==> config.mk <==
export PLATFORM = sky130hd
export DESIGN_NAME = pdrc_top
export DESIGN_NICKNAME = d
export VERILOG_FILES = /design/src/pdrc_pkg.sv /design/src/pdrc_phase.sv /design/src/pdrc_top.sv
export SDC_FILE = /design/constraint.sdc
export NUM_CORES = 1
export LEC_CHECK = 0
export BUFFER_PORTS_ARGS = -buffer_cell sky130_fd_sc_hd__buf_2
export CAP_MARGIN = 25
export CORE_ASPECT_RATIO = 2
export CORE_UTILIZATION = 48
export CTS_CLUSTER_DIAMETER = 100
export DETAILED_ROUTE_END_ITERATION = 16
export GPL_TIMING_DRIVEN = 0
export MAX_ROUTING_LAYER = met4
export PLACE_DENSITY = 0.82
export SETUP_SLACK_MARGIN = 0.4
export SYNTH_ARGS = -nofsm -noshare
export SYNTH_HDL_FRONTEND = slang
export SYNTH_SLANG_ARGS = --single-unit
==> constraint.sdc <==
create_clock -name clk_i -period 3.9 [get_ports clk_i]
set_clock_uncertainty 0.05 [all_clocks]
set_input_delay 0.195 -clock clk_i [delete_from_list [all_inputs] [get_ports clk_i]]
set_output_delay 0.195 -clock clk_i [all_outputs]
set_load 0.02 [all_outputs]
==> src/pdrc_pkg.sv <==
// package for the power-down and reset control block
// assumes a single 10 MHz clock and synchronous active-high reset
package pdrc_pkg;
   localparam int unsigned   CLK_HZ          = 10000000;
   localparam int unsigned   WDT_DELAY_CLKS  = 512;
   localparam int unsigned   RST_HOLD_CYCLES = 2;
   localparam logic [1:0]    PWR_DOWN_BIT    = 2'd1;
   localparam logic [1:0]    PWR_IDLE_BIT    = 2'd0;
   localparam logic [15:0]   RESET_VECTOR    = 16'h0000;
   localparam logic [9:0]    WDT_LAST        = 10'(WDT_DELAY_CLKS - 1);
   localparam logic [1:0]    RST_LAST        = 2'(RST_HOLD_CYCLES - 1);
   localparam logic [7:0]    PORT_RESET      = 8'hff;

   typedef enum logic [1:0]
   {
      ST_C1 = 2'b00,
      ST_C2 = 2'b01,
      ST_C3 = 2'b10,
      ST_C4 = 2'b11
   } pdrc_state_t;

   typedef enum logic [1:0]
   {
      MODE_RUN  = 2'b00,
      MODE_IDLE = 2'b01,
      MODE_PD   = 2'b10
   } pdrc_mode_t;

   typedef struct packed
   {
      logic [1:0] enable;
      logic [1:0] level_mode;
      logic       global_irq_enable;
   } pdrc_irq_cfg_t;

   typedef struct packed
   {
      logic [7:0] p0;
      logic [7:0] p1;
      logic [7:0] p2;
      logic [7:0] p3;
   } pdrc_ports_t;

   function automatic logic int_wake(input pdrc_irq_cfg_t cfg, input logic [1:0] int_n);
      int_wake = cfg.global_irq_enable & |(cfg.enable & cfg.level_mode & ~int_n);
   endfunction : int_wake
endpackage : pdrc_pkg

==> src/pdrc_phase.sv <==
// machine cycle phase generator
// assumes it is held while clocks are stopped
`timescale 1ns/1ns
module pdrc_phase
   import pdrc_pkg::*;
(
   input  wire logic         clk_i,
   input  wire logic         rst_i,
   input  wire logic         run_i,
   output pdrc_pkg::pdrc_state_t state_o
);
   pdrc_state_t state_r;
   pdrc_state_t state_nxt;

   always_comb
   begin
      case (state_r)
         ST_C1:   state_nxt = ST_C2;
         ST_C2:   state_nxt = ST_C3;
         ST_C3:   state_nxt = ST_C4;
         ST_C4:   state_nxt = ST_C1;
         default: state_nxt = ST_C1;
      endcase
   end

   always_ff @(posedge clk_i)
   begin
      if (rst_i)
         state_r <= ST_C1;
      else if (run_i)
         state_r <= state_nxt;
   end

   assign state_o = state_r;
endmodule : pdrc_phase

==> src/pdrc_top.sv <==
// power-down, idle and reset control of the core
// assumes pins synchronous to clk_i; core reads run/pc outputs
`timescale 1ns/1ns
module pdrc_top
   import pdrc_pkg::*;
(
   input  wire logic                    clk_i,
   input  wire logic                    rst_i,
   input  wire logic                    reset_pin_i,
   input  wire logic [1:0]              ext_int_n_i,
   input  wire pdrc_pkg::pdrc_irq_cfg_t irq_cfg_i,
   input  wire logic                    power_control_register_wr_i,
   input  wire logic [7:0]              power_control_register_wdata_i,
   input  wire logic                    ext_prog_mem_i,
   input  wire pdrc_pkg::pdrc_ports_t   port_latch_i,
   input  wire logic [7:0]              addr_hi_i,
   input  wire logic                    wdt_timeout_i,
   input  wire logic                    wdt_restart_i,
   input  wire logic                    flag_clr_i,
   output pdrc_pkg::pdrc_state_t        state_o,
   output logic                         cpu_run_o,
   output logic                         clk_run_o,
   output logic                         core_reset_o,
   output logic                         skip_next_o,
   output logic                         wake_irq_o,
   output logic [1:0]                   wake_src_o,
   output logic [15:0]                  restart_pc_o,
   output logic                         ext_rst_flag_o,
   output logic                         wdt_rst_flag_o,
   output logic [1:0]                   mode_o,
   output logic                         ale_o,
   output logic                         prog_strobe_o,
   output pdrc_pkg::pdrc_ports_t        port_out_o,
   output logic                         port0_oe_o
);
   import pdrc_pkg::*;

   pdrc_mode_t  mode_r;
   pdrc_mode_t  mode_nxt;
   pdrc_state_t phase;
   logic [1:0]  rst_cnt_r;
   logic        rst_seen_r;
   logic [9:0]  wdt_cnt_r;
   logic        wdt_arm_r;
   logic        wdt_fire;
   logic        ext_fire;
   logic        wake;

   pdrc_phase pdrc_phase_i
   (
      .clk_i   (clk_i),
      .rst_i   (rst_i),
      .run_i   (mode_r != MODE_PD),
      .state_o (phase)
   );

   assign wake = int_wake(irq_cfg_i, ext_int_n_i);

   always_ff @(posedge clk_i)
   begin
      if (rst_i)
      begin
         rst_cnt_r  <= 2'd0;
         rst_seen_r <= 1'b0;
      end
      else if (mode_r == MODE_PD)
      begin
         rst_seen_r <= reset_pin_i && !rst_seen_r;
         rst_cnt_r  <= reset_pin_i ? 2'(RST_HOLD_CYCLES) : 2'd0;
      end
      else if (phase == ST_C4)
      begin
         if (!reset_pin_i)
            rst_cnt_r <= 2'd0;
         else if (rst_cnt_r <= RST_LAST)
            rst_cnt_r <= rst_cnt_r + 2'd1;
         rst_seen_r <= reset_pin_i && (rst_cnt_r == RST_LAST);
      end
      else
         rst_seen_r <= 1'b0;
   end

   assign ext_fire = rst_seen_r;

   always_ff @(posedge clk_i)
   begin
      if (rst_i || wdt_restart_i)
      begin
         wdt_arm_r <= 1'b0;
         wdt_cnt_r <= 10'd0;
      end
      else if (mode_r != MODE_PD)
      begin
         if (wdt_timeout_i)
            wdt_arm_r <= 1'b1;
         if (wdt_arm_r)
            wdt_cnt_r <= (wdt_cnt_r == WDT_LAST) ? 10'd0 : wdt_cnt_r + 10'd1;
         if (wdt_arm_r && wdt_cnt_r == WDT_LAST)
            wdt_arm_r <= 1'b0;
      end
   end

   assign wdt_fire = wdt_arm_r && (wdt_cnt_r == WDT_LAST) && (mode_r != MODE_PD);

   always_comb
   begin
      mode_nxt = mode_r;
      case (mode_r)
         MODE_RUN:
         begin
            if (power_control_register_wr_i && power_control_register_wdata_i[PWR_DOWN_BIT])
               mode_nxt = MODE_PD;
            else if (power_control_register_wr_i && power_control_register_wdata_i[PWR_IDLE_BIT])
               mode_nxt = MODE_IDLE;
         end
         MODE_IDLE:
         begin
            if (wake)
               mode_nxt = MODE_RUN;
         end
         MODE_PD:
         begin
            if (wake)
               mode_nxt = MODE_RUN;
         end
         default:
            mode_nxt = MODE_RUN;
      endcase
      if (ext_fire || wdt_fire)
         mode_nxt = MODE_RUN;
   end

   always_ff @(posedge clk_i)
   begin
      if (rst_i)
         mode_r <= MODE_RUN;
      else
         mode_r <= mode_nxt;
   end

   always_ff @(posedge clk_i)
   begin
      if (rst_i)
      begin
         core_reset_o   <= 1'b1;
         ext_rst_flag_o <= 1'b0;
         wdt_rst_flag_o <= 1'b0;
         skip_next_o    <= 1'b0;
         restart_pc_o   <= RESET_VECTOR;
      end
      else
      begin
         core_reset_o   <= ext_fire || wdt_fire;
         ext_rst_flag_o <= ext_fire || (ext_rst_flag_o && !flag_clr_i);
         wdt_rst_flag_o <= wdt_fire || (wdt_rst_flag_o && !flag_clr_i);
         skip_next_o    <= (ext_fire || wdt_fire) && (mode_r == MODE_IDLE);
         restart_pc_o   <= RESET_VECTOR;
      end
   end

   always_ff @(posedge clk_i)
   begin
      if (rst_i)
      begin
         wake_irq_o <= 1'b0;
         wake_src_o <= 2'd0;
      end
      else
      begin
         wake_irq_o <= (mode_r == MODE_PD) && wake && !ext_fire;
         wake_src_o <= irq_cfg_i.enable & irq_cfg_i.level_mode & ~ext_int_n_i;
      end
   end

   always_ff @(posedge clk_i)
   begin
      if (rst_i)
      begin
         cpu_run_o <= 1'b1;
         clk_run_o <= 1'b1;
         mode_o    <= MODE_RUN;
         state_o   <= ST_C1;
      end
      else
      begin
         cpu_run_o <= (mode_r == MODE_RUN);
         clk_run_o <= (mode_r != MODE_PD);
         mode_o    <= mode_r;
         state_o   <= phase;
      end
   end

   always_ff @(posedge clk_i)
   begin
      if (rst_i)
      begin
         ale_o         <= 1'b1;
         prog_strobe_o <= 1'b1;
         port_out_o    <= {4{PORT_RESET}};
         port0_oe_o    <= 1'b1;
      end
      else
      begin
         ale_o         <= (mode_r != MODE_PD);
         prog_strobe_o <= (mode_r != MODE_PD);
         port_out_o    <= port_latch_i;
         port0_oe_o    <= !(ext_prog_mem_i && mode_r != MODE_RUN);
         if (mode_r == MODE_IDLE && ext_prog_mem_i)
            port_out_o.p2 <= addr_hi_i;
      end
   end
endmodule : pdrc_top

* Word-level counts from Yosys, hierarchy flattened
Index checks and enable logic that the tools add are counted.
** Word-level totals
- Output and inout port bits :: 64
- Bits in registers :: 64
- Bits of input ports :: 63
** Operators by class
- Equality and inequality tests :: 11
- Reductions and logical operators :: 32
- Add/subtract/negate cells :: 2
- Muxes and demuxes :: 16
- Bitwise logic cells :: 4
- $lt $le $gt $ge :: 1
** Operators by type and width (count)
- two-way mux 2 bit :: 8
- logical AND 1 bit :: 13
- adder 10 x 1 -> 10 bit (second input constant) :: 1
- == test 10 x 9 -> 1 bit (second input constant) :: 1
- two-way mux 10 bit :: 1
- two-way mux 8 bit :: 1
- case mux 2 bit (4 select lines) :: 1
- AND reduction 2 bit :: 4
- == test 2 x 1 -> 1 bit (second input constant) :: 3
- == test 2 bit (second input constant) :: 3
- nonzero test 2 bit :: 3
- OR reduction 2 bit :: 3
- AND 2 bit :: 2
- zero test 2 bit :: 2
- logical OR 1 bit :: 4
- two-way mux 1 bit :: 4
- case mux 2 bit (2 select lines) :: 1
- zero test 1 bit :: 3
- != test 3 x 1 -> 1 bit (second input constant) :: 1
- != test 3 bit (second input constant) :: 1
- adder 2 x 1 -> 2 bit (second input constant) :: 1
- <= comparator 2 x 1 -> 1 bit (second input constant) :: 1
- != test 2 x 1 -> 1 bit (second input constant) :: 1
- != test 2 bit (second input constant) :: 1
- 2 further kinds :: 2

* Logic depth before layout (Yosys ltp)
Gate-level depths: netlist of run 1.
- Word-level depth :: 6
- Gate-level depth with buffers :: 7
- Depth with buffers taken out :: 6

* Cells and area by module
Synthesis of run 1 repeated with hierarchy kept, for this count alone.
** Second synthesis, totals
- Cells, all modules :: 260
- Area, all modules :: 2498.6 um^2
** By module, submodules not included
- pdrc_top :: times used 1, cells an instance 249, area an instance 2397.3 um^2, sequential area each 1241.2 um^2
- pdrc_phase :: times used 1, cells an instance 11, area an instance 101.3 um^2, sequential area each 40.0 um^2

* Least setup slack after synthesis of run 1
OpenSTA, ideal clock, no wires.
- Kind :: flip-flop to flip-flop
- Start point :: register mode_r[0]
- End point :: register wdt_arm_r
- Cell stages (with the launch flop) :: 8
- Clock period less this slack :: 1.632 ns
- Buffers on the path :: 1
- Arrival time :: 1.455 ns
- Path slack :: 2.268 ns
- Setup time :: 0.127 ns
- Data required time :: 3.723 ns
- Path through :: dfxtp_1 -> inv_1 -> ha_1 -> clkbuf_1 -> nor2b_1 -> nand3_1 -> o21bai_1 -> nor2_1
** Between the ends
- Word-level cells in the longest chain between the ends :: 2
** Ends and longest elaborated chain
- from (decl) :: line pdrc_top.sv:38 : pdrc_mode_t mode_r;
- from (signal assigned) :: line pdrc_top.sv:138 : mode_r <= mode_nxt;
- != test 2 bit :: line pdrc_top.sv:92 : else if (mode_r != MODE_PD)
- AND reduction 2 bit (no source line)
- to (signal assigned) :: line pdrc_top.sv:89 : wdt_arm_r <= 1'b0;
- to (signal assigned) :: line pdrc_top.sv:95 : wdt_arm_r <= 1'b1;
- to (signal assigned) :: line pdrc_top.sv:99 : wdt_arm_r <= 1'b0;
- to (decl) :: line pdrc_top.sv:44 : logic wdt_arm_r;
Every way passes these cells.
A chain may end at the register's enable or synchronous reset.

* Worst setup path in the final report of run 1
- Start point :: register mode_r[0]
- End point :: register mode_r[1]
** Between the ends
- Word-level cells in the longest chain between the ends :: 4
- Elaborated cells on any way between the ends :: 12
- Those cells by class :: eq/ne (5); mux (1); reduce/logical (6)
** Ends and longest elaborated chain
- == test 2 x 1 -> 1 bit (tied with other cells) :: line pdrc_top.sv:108 : case (mode_r)
- OR reduction 2 bit (no source line) or logical AND 1 bit (tied branches)
- != test 2 x 1 -> 1 bit (no source line) or logical OR 1 bit (tied branches)
- AND reduction 2 bit (no source line) or OR reduction 2 bit (tied branches)
Parallel ways exist; a longest one is shown, timed or not.

==> results by group, run 1 <==
Synthesis
  • #FFs+latches synth: 64
  • Register area share after synthesis: 53.6%
  • Yosys cell types: 34
  • Synthesis Warnings: 0
  • Synth Instances: 239
  • Post-Syn Area: 2390 sq um
  • Avg Inst Size Synth: 10.0 sq um

Drt
  • M1 WL: 2220 um
  • Top sig layer: met4
  • Met2 wire length: 4250 um
  • Met3 WL post-DR: 487 um
  • # DRC: 0
  • DR vias: 2315
  • Wire length per cell: 16.1 um
  • Initial DRC count: 72
  • Drt via density: 5.04
  • Drt pass-1 iters: 4
  • Routed wire length: 7380 um
  • DRT antenna net count: 0

Layout
  • Most frequent cells in the layout: buf_2, dfxtp_1, dlygate4sd3_1, or2_2, nor2_1
  • Post-route cell area: 3520 sq um
  • Final design utilization: 73.1%
  • Post-route insts no fill: 459
  • Layout cell share with drive strength beyond 1: 41.0%
  • Nets: 468
  • Commonest non-fill, non-tap cell in the layout: buf_2
  • P&R area growth vs syn: 47.5%
  • Diode count: 0

Power
  • Leakage: 0.00166 uW
  • Worst VDD drop: 436 uV
  • Total power: 1530 uW
  • P per Cell Area: 434 nW/um^2

Floorplan
  • Die height: 102 um
  • IO Count: 127
  • Initial core utilization: 49.6%
  • Rows: 36
  • Chip Width: 51.9 um
  • Core Footprint: 4820 sq um
  • Die ar.: 5280 sq um

Global routing
  • Global Route Usage Sum: 30.2%
  • First-pass GRT wire length: 10900 um
  • Largest net degree at the start of global routing: 12
  • Vias in the first global route: 2341
  • Overflow after GRT: 0
  • Initial antenna violation count: 0

Clock network
  • CTS tree: built
  • Clock Tree Root: clkbuf_8
  • Cts bufs inserted: 9
  • Post-CTS Resized: 0
  • Clock sink count: 64
  • Post-CTS Repair Setup Buffers: 0
  • Cts hold-fix bufs: 28
  • Reg clk slew, reported paths: 0.07 ns
  • Clock latency on the worst-skew pair: 0.34 ns
  • Clock buffer depth: 2
  • H-tree levels: 3

Min path
  • Min-delay worst type: in -> reg

Setup path
  • Critical Path RT: 4.06 ns
  • Crit-path max cell delay: 0.43 ns
  • Worst-path fanout max: 10
  • R2R setup slack: 1.85 ns
  • Slowest cell on the critical path: o21ai_0
  • Crit path max-delay family: compound AO/OA/AOI/OAI gates
  • WS Path Type: reg -> reg
  • Startpoint types: flop
  • Worst setup EP type: flop
  • CP Cell Sequence: inv_1 > ha_1 > clkbuf_1 > nor2b_1 > nand3_1 > o21ai_0 > a21oi_1
  • Crit path arrival time: 2.21 ns
  • Worst path bufs/invs: 2

STA
  • Slew at the pin closest to its max-slew limit: 0.510 ns
  • Tcrit/Tclk final: 52.5%
  • Setup TNS: 0 ns
  • Final min period: 2.05 ns
  • Final setup viols: 0
  • Max Clock Freq: 488 MHz
  • Unrepaired setup endpoints after global routing: no
  • Max-slew violation count: 0
  • Final hold vios: 0
  • Max_slew headroom: 66.0%

Placed design
  • Port bufs: 104
  • Cell Area, Placed: 3040 sq um
  • GPL Wtd Cong: 0.838
  • Hpwl dp: 4410 um
  • Dpl cells: 415

Job
  • Max cap viols: 0

Outcome
  • Outcome: finished clean
through the flow:
step / setup slack [ns] / hold WS [ns]
4_1_cts: 1.91 / 0.00169
2_1_floorplan: 2.27 / 0.207
6_report: 1.85 / 0.0183
5_1_grt: 1.67 / 0.0217
3_5_place_dp: 1.93 / 0.321
3_3_place_gp: 1.96 / 0.324
worst paths after layout:
kind | start | to | depth (start not counted)
worst max-delay path | mode_r[0] | mode_r[1] | 7
worst min register to register | wdt_cnt_r[9] | wdt_cnt_r[9] | 2
worst max register to register | mode_r[0] | mode_r[1] | 7
worst min-delay path | port_latch_i[12] | port_out_o[12] | 2
worst reg2reg max path, stage by stage (launching register included):
cell      delay [ns]
dfxtp_1         0.34
inv_1           0.11
ha_1            0.24
clkbuf_1        0.24
nor2b_1         0.25
nand3_1         0.18
o21ai_0         0.43
a21oi_1         0.09
synthesized netlist by cell type (all sizes together):
library cell  count  area share (%)
a211o             8             2.9
a211oi            2            0.63
a21oi             7             1.5
a2bb2oi           1            0.37
a31oi             1            0.26
a32oi             2            0.73
and3              8             2.1
and3b             1            0.37
and4              1            0.47
and4b             3             1.3
buf              18             5.7
clkbuf            7             1.1
conb              1            0.16
dfxtp            64              54
ha                8             4.2
inv               8             1.3
mux2i             1            0.42
nand2            12             1.9
nand2b            3            0.79
nand3             5             1.3
nand4             3            0.79
nand4b            3             1.1
nor2             21             3.3
nor2b             3            0.79
nor3              4            0.84
nor3b             1            0.31
o211ai            1            0.31
o21ai             6             1.3
o21bai            2            0.63
o2bb2ai           1            0.37
or2              25             6.5
or4               1            0.31
xor2              7             2.6
cells by family after synthesis:
group | Yosys count | synth area share [%]
AO/OA/AOI/OAI | 31 | 8.95
XOR/XNOR | 7 | 2.57
adder cells (fa/ha/maj) | 8 | 4.19
buffers and inverters | 33 | 8.01
flip-flops | 64 | 53.6
multiplexers | 1 | 0.419
other | 1 | 0.157
AND/OR/NAND/NOR | 94 | 22.1
sequential cells by signal, summed over array words and instances (netlist names), 2 cells and up:
register              flops
state_o                   2
wake_src_o                2
port_out_o               32
rst_cnt_r                 2
mode_o                    2
mode_r                    2
wdt_cnt_r                10
pdrc_phase_i.state_o      2
power breakdown:
group          switching, uW  total [uW]  internal, uW
clock                    251         578           327
sequential              15.3         705           690
combinational            137         245           109
routing by layer:
| layer | track usage (%) | up-vias |
|---|---|---|
| met1 | 24.7 | 1059 |
| met3 | 8.26 | 43 |
| met2 | 54.0 | 126 |
| li1 | - | 1087 |
| met5 | - | - |
| met4 | 22.7 | 0 |
layout make-up:
cell class / count / area, sq um
timing repair buffer: 132 / 801
inverter: 8 / 30.0
multi-input combinational: 157 / 973
sequential: 64 / 1280
buffer: 25 / 161
clock inverter: 5 / 55.1
tap: 57 / 71.3
fill: 328 / 1290
clock buffer: 11 / 151
(Power assumes the default switching activity.)
==> run 2, diff against run 1 <==
Settings changed: CORE_UTILIZATION 48 to 44, PLACE_DENSITY 0.82 to 0.76.
Clock period 3.9 ns to 2.05 ns, I/O delays scaled along.
==> results by group, run 2 (synthesis results as in run 1) <==
Clock network
  • Clock latency on the worst-skew pair: 0.32 ns (was 0.34 ns)
  • H-tree levels: 3 (unchanged)
  • Clock Tree Root: clkbuf_8 (unchanged)
  • Clock buffer depth: 2 (unchanged)
  • Clock sink count: 64 (unchanged)
  • CTS tree: built (unchanged)
  • Reg clk slew, reported paths: 0.07 ns (about the same)
  • Cts bufs inserted: 9 (unchanged)

Layout
  • Biggest regs: port_out_o x32, wdt_cnt_r x10 (unchanged)
  • P&R area growth vs syn: 53.6% (was 47.5%)
  • Biggest register: port_out_o (unchanged)
  • Most frequent cells in the layout: buf_2, dfxtp_1, dlygate4sd3_1, or2_2 (was buf_2, dfxtp_1, dlygate4sd3_1, or2_2, nor2_1)
  • Nets: 481 (was 468)
  • Diode count: 0 (unchanged)
  • Post-route insts no fill: 472 (was 459)
  • Largest register FFs: 32 (unchanged)
  • Final design utilization: 70.8% (was 73.1%)
  • Commonest non-fill, non-tap cell in the layout: buf_2 (unchanged)
  • Layout cell share with drive strength beyond 1: 43.5% (was 41.0%)
  • Post-route cell area: 3670 sq um (was 3520 sq um)

Floorplan
  • Rows: 37 (was 36)
  • Die ar.: 5750 sq um (was 5280 sq um)
  • Initial core utilization: 46.1% (was 49.6%)
  • Die height: 106 um (was 102 um)
  • Core Footprint: 5180 sq um (was 4820 sq um)
  • IO Count: 127 (unchanged)
  • Chip Width: 54.1 um (was 51.9 um)

Placed design
  • GPL Wtd Cong: 0.812 (was 0.838)
  • Cell Area, Placed: 3040 sq um (about the same)
  • Dpl cells: 416 (was 415)
  • Port bufs: 104 (unchanged)
  • Hpwl dp: 4440 um (was 4410 um)

Setup path
  • Worst path bufs/invs: 1 (was 2)
  • Slowest cell on the critical path: or4_4 (was o21ai_0)
  • CP Launch Point: mode_r[0] (unchanged)
  • Worst setup EP type: flop (unchanged)
  • Reg2Reg Launch Point: mode_r[0] (unchanged)
  • Crit path arrival time: 1.82 ns (was 2.21 ns)
  • Worst R2R Path Depth: 6 (was 7)
  • Crit path max-delay family: simple AND/OR/NAND/NOR gates (was compound AO/OA/AOI/OAI gates)
  • R2R setup slack: 0.43 ns (was 1.85 ns)
  • Critical Path RT: 2.26 ns (was 4.06 ns)
  • Startpoint types: flop (unchanged)
  • Worst-path fanout max: 4 (was 10)
  • Reg2Reg Capture Point: wdt_cnt_r[9] (was mode_r[1])
  • Crit-path max cell delay: 0.43 ns (about the same)
  • WS Path Type: reg -> reg (unchanged)
  • CP Cell Sequence: inv_2 > ha_2 > and4b_1 > nand2_2 > or4_4 > a21oi_2 (was inv_1 > ha_1 > clkbuf_1 > nor2b_1 > nand3_1 > o21ai_0 > a21oi_1)

STA
  • Slew at the pin closest to its max-slew limit: 0.507 ns (was 0.510 ns)
  • Final min period: 1.62 ns (was 2.05 ns)
  • Max Clock Freq: 619 MHz (was 488 MHz)
  • Final setup viols: 0 (unchanged)
  • Unrepaired setup endpoints after global routing: yes (was no)
  • Max_slew headroom: 66.2% (was 66.0%)
  • Final hold vios: 0 (unchanged)
  • Max-slew violation count: 0 (unchanged)
  • Tcrit/Tclk final: 78.8% (was 52.5%)
  • Setup TNS: 0 ns (unchanged)

Drt
  • # DRC: 0 (unchanged)
  • DR vias: 2340 (was 2315)
  • Initial DRC count: 50 (was 72)
  • Wire length per cell: 14.9 um (was 16.1 um)
  • Routed wire length: 7050 um (was 7380 um)
  • Drt via density: 4.96 (was 5.04)
  • Drt pass-1 iters: 4 (unchanged)
  • DRT antenna net count: 0 (unchanged)

Min path
  • Hold wc startpoint: rst_i (was port_latch_i[12])
  • WHS Endpoint: prog_strobe_o (was port_out_o[12])
  • Min-delay worst type: in -> reg (unchanged)
  • Worst Hold Depth: 2 (unchanged)

Outcome
  • Outcome: finished clean (unchanged)

Job
  • Max cap viols: 0 (unchanged)

Global routing
  • Vias in the first global route: 2434 (was 2341)
  • Overflow after GRT: 0 (unchanged)
  • Largest net degree at the start of global routing: 11 (was 12)
  • Global Route Usage Sum: 27.9% (was 30.2%)
  • Initial antenna violation count: 0 (unchanged)
  • First-pass GRT wire length: 11100 um (was 10900 um)

Power
  • Leakage: 0.00171 uW (was 0.00166 uW)
  • Worst VDD drop: 709 uV (was 436 uV)
  • P per Cell Area: 754 nW/um^2 (was 434 nW/um^2)
==> run 2: final cells by class <==
| cell class | instances | area (sq um) |
|---|---|---|
| fillers | 380 | 1510 |
| flip-flops and latches | 64 | 1280 |
| multi-input cells | 157 | 1030 |
| repair buffers | 145 | 923 |
| plain buffers | 25 | 163 |
| clock buffers | 12 | 155 |
| well taps | 58 | 72.6 |
| inverters | 8 | 30.0 |
| clock inverters | 3 | 17.5 |
==> run 2: worst max path at each step <==
stage | slack (ns) | depth (start not counted) | endpoint
floorplan | 0.42 | 7 | wdt_arm_r
detailed placement | 0.07 | 7 | wdt_cnt_r[3]
global route | 0.38 | 6 | wdt_cnt_r[9]
CTS | 0.41 | 6 | wdt_cnt_r[9]
global placement | 0.12 | 7 | wdt_cnt_r[4]
finish | 0.43 | 6 | wdt_cnt_r[9]
==> run 2: power breakdown <==
group          switching, uW  internal, uW  leakage (uW)
clock                    456           495     0.0000882
sequential              30.3          1310      0.000528
combinational            254           222       0.00110
total                    740          2030       0.00171
==> run 2: metal layers <==
metal	vias to the layer above	part of all wire, %	track usage, %
li1	1113	-	-
met1	1099	33	26.3
met2	106	57	48.3
met3	22	5.8	6.29
met4	0	4.0	16.3
met5	-	0	-
==> run 2: metrics by stage <==
step	hold WS (ns)	total power [uW]	worst slack [ns]
final	0.0202	2770	0.434
after detailed placement	0.231	1770	0.0673
after global placement	0.227	1750	0.125
after CTS	0.00386	2760	0.412
after global routing	0.0323	2880	0.385
after floorplan	0.114	1620	0.418
==> run 2: what timing repair did <==
action / in CTS / in global routing
hold endpoints to repair: 36 / 0
setup buffers: 1 / 2
hold buffers: 38 / 0
endpoints found under the setup margin: 12 / 21
pin swaps: 3 / 0
gates resized for setup: 10 / 9
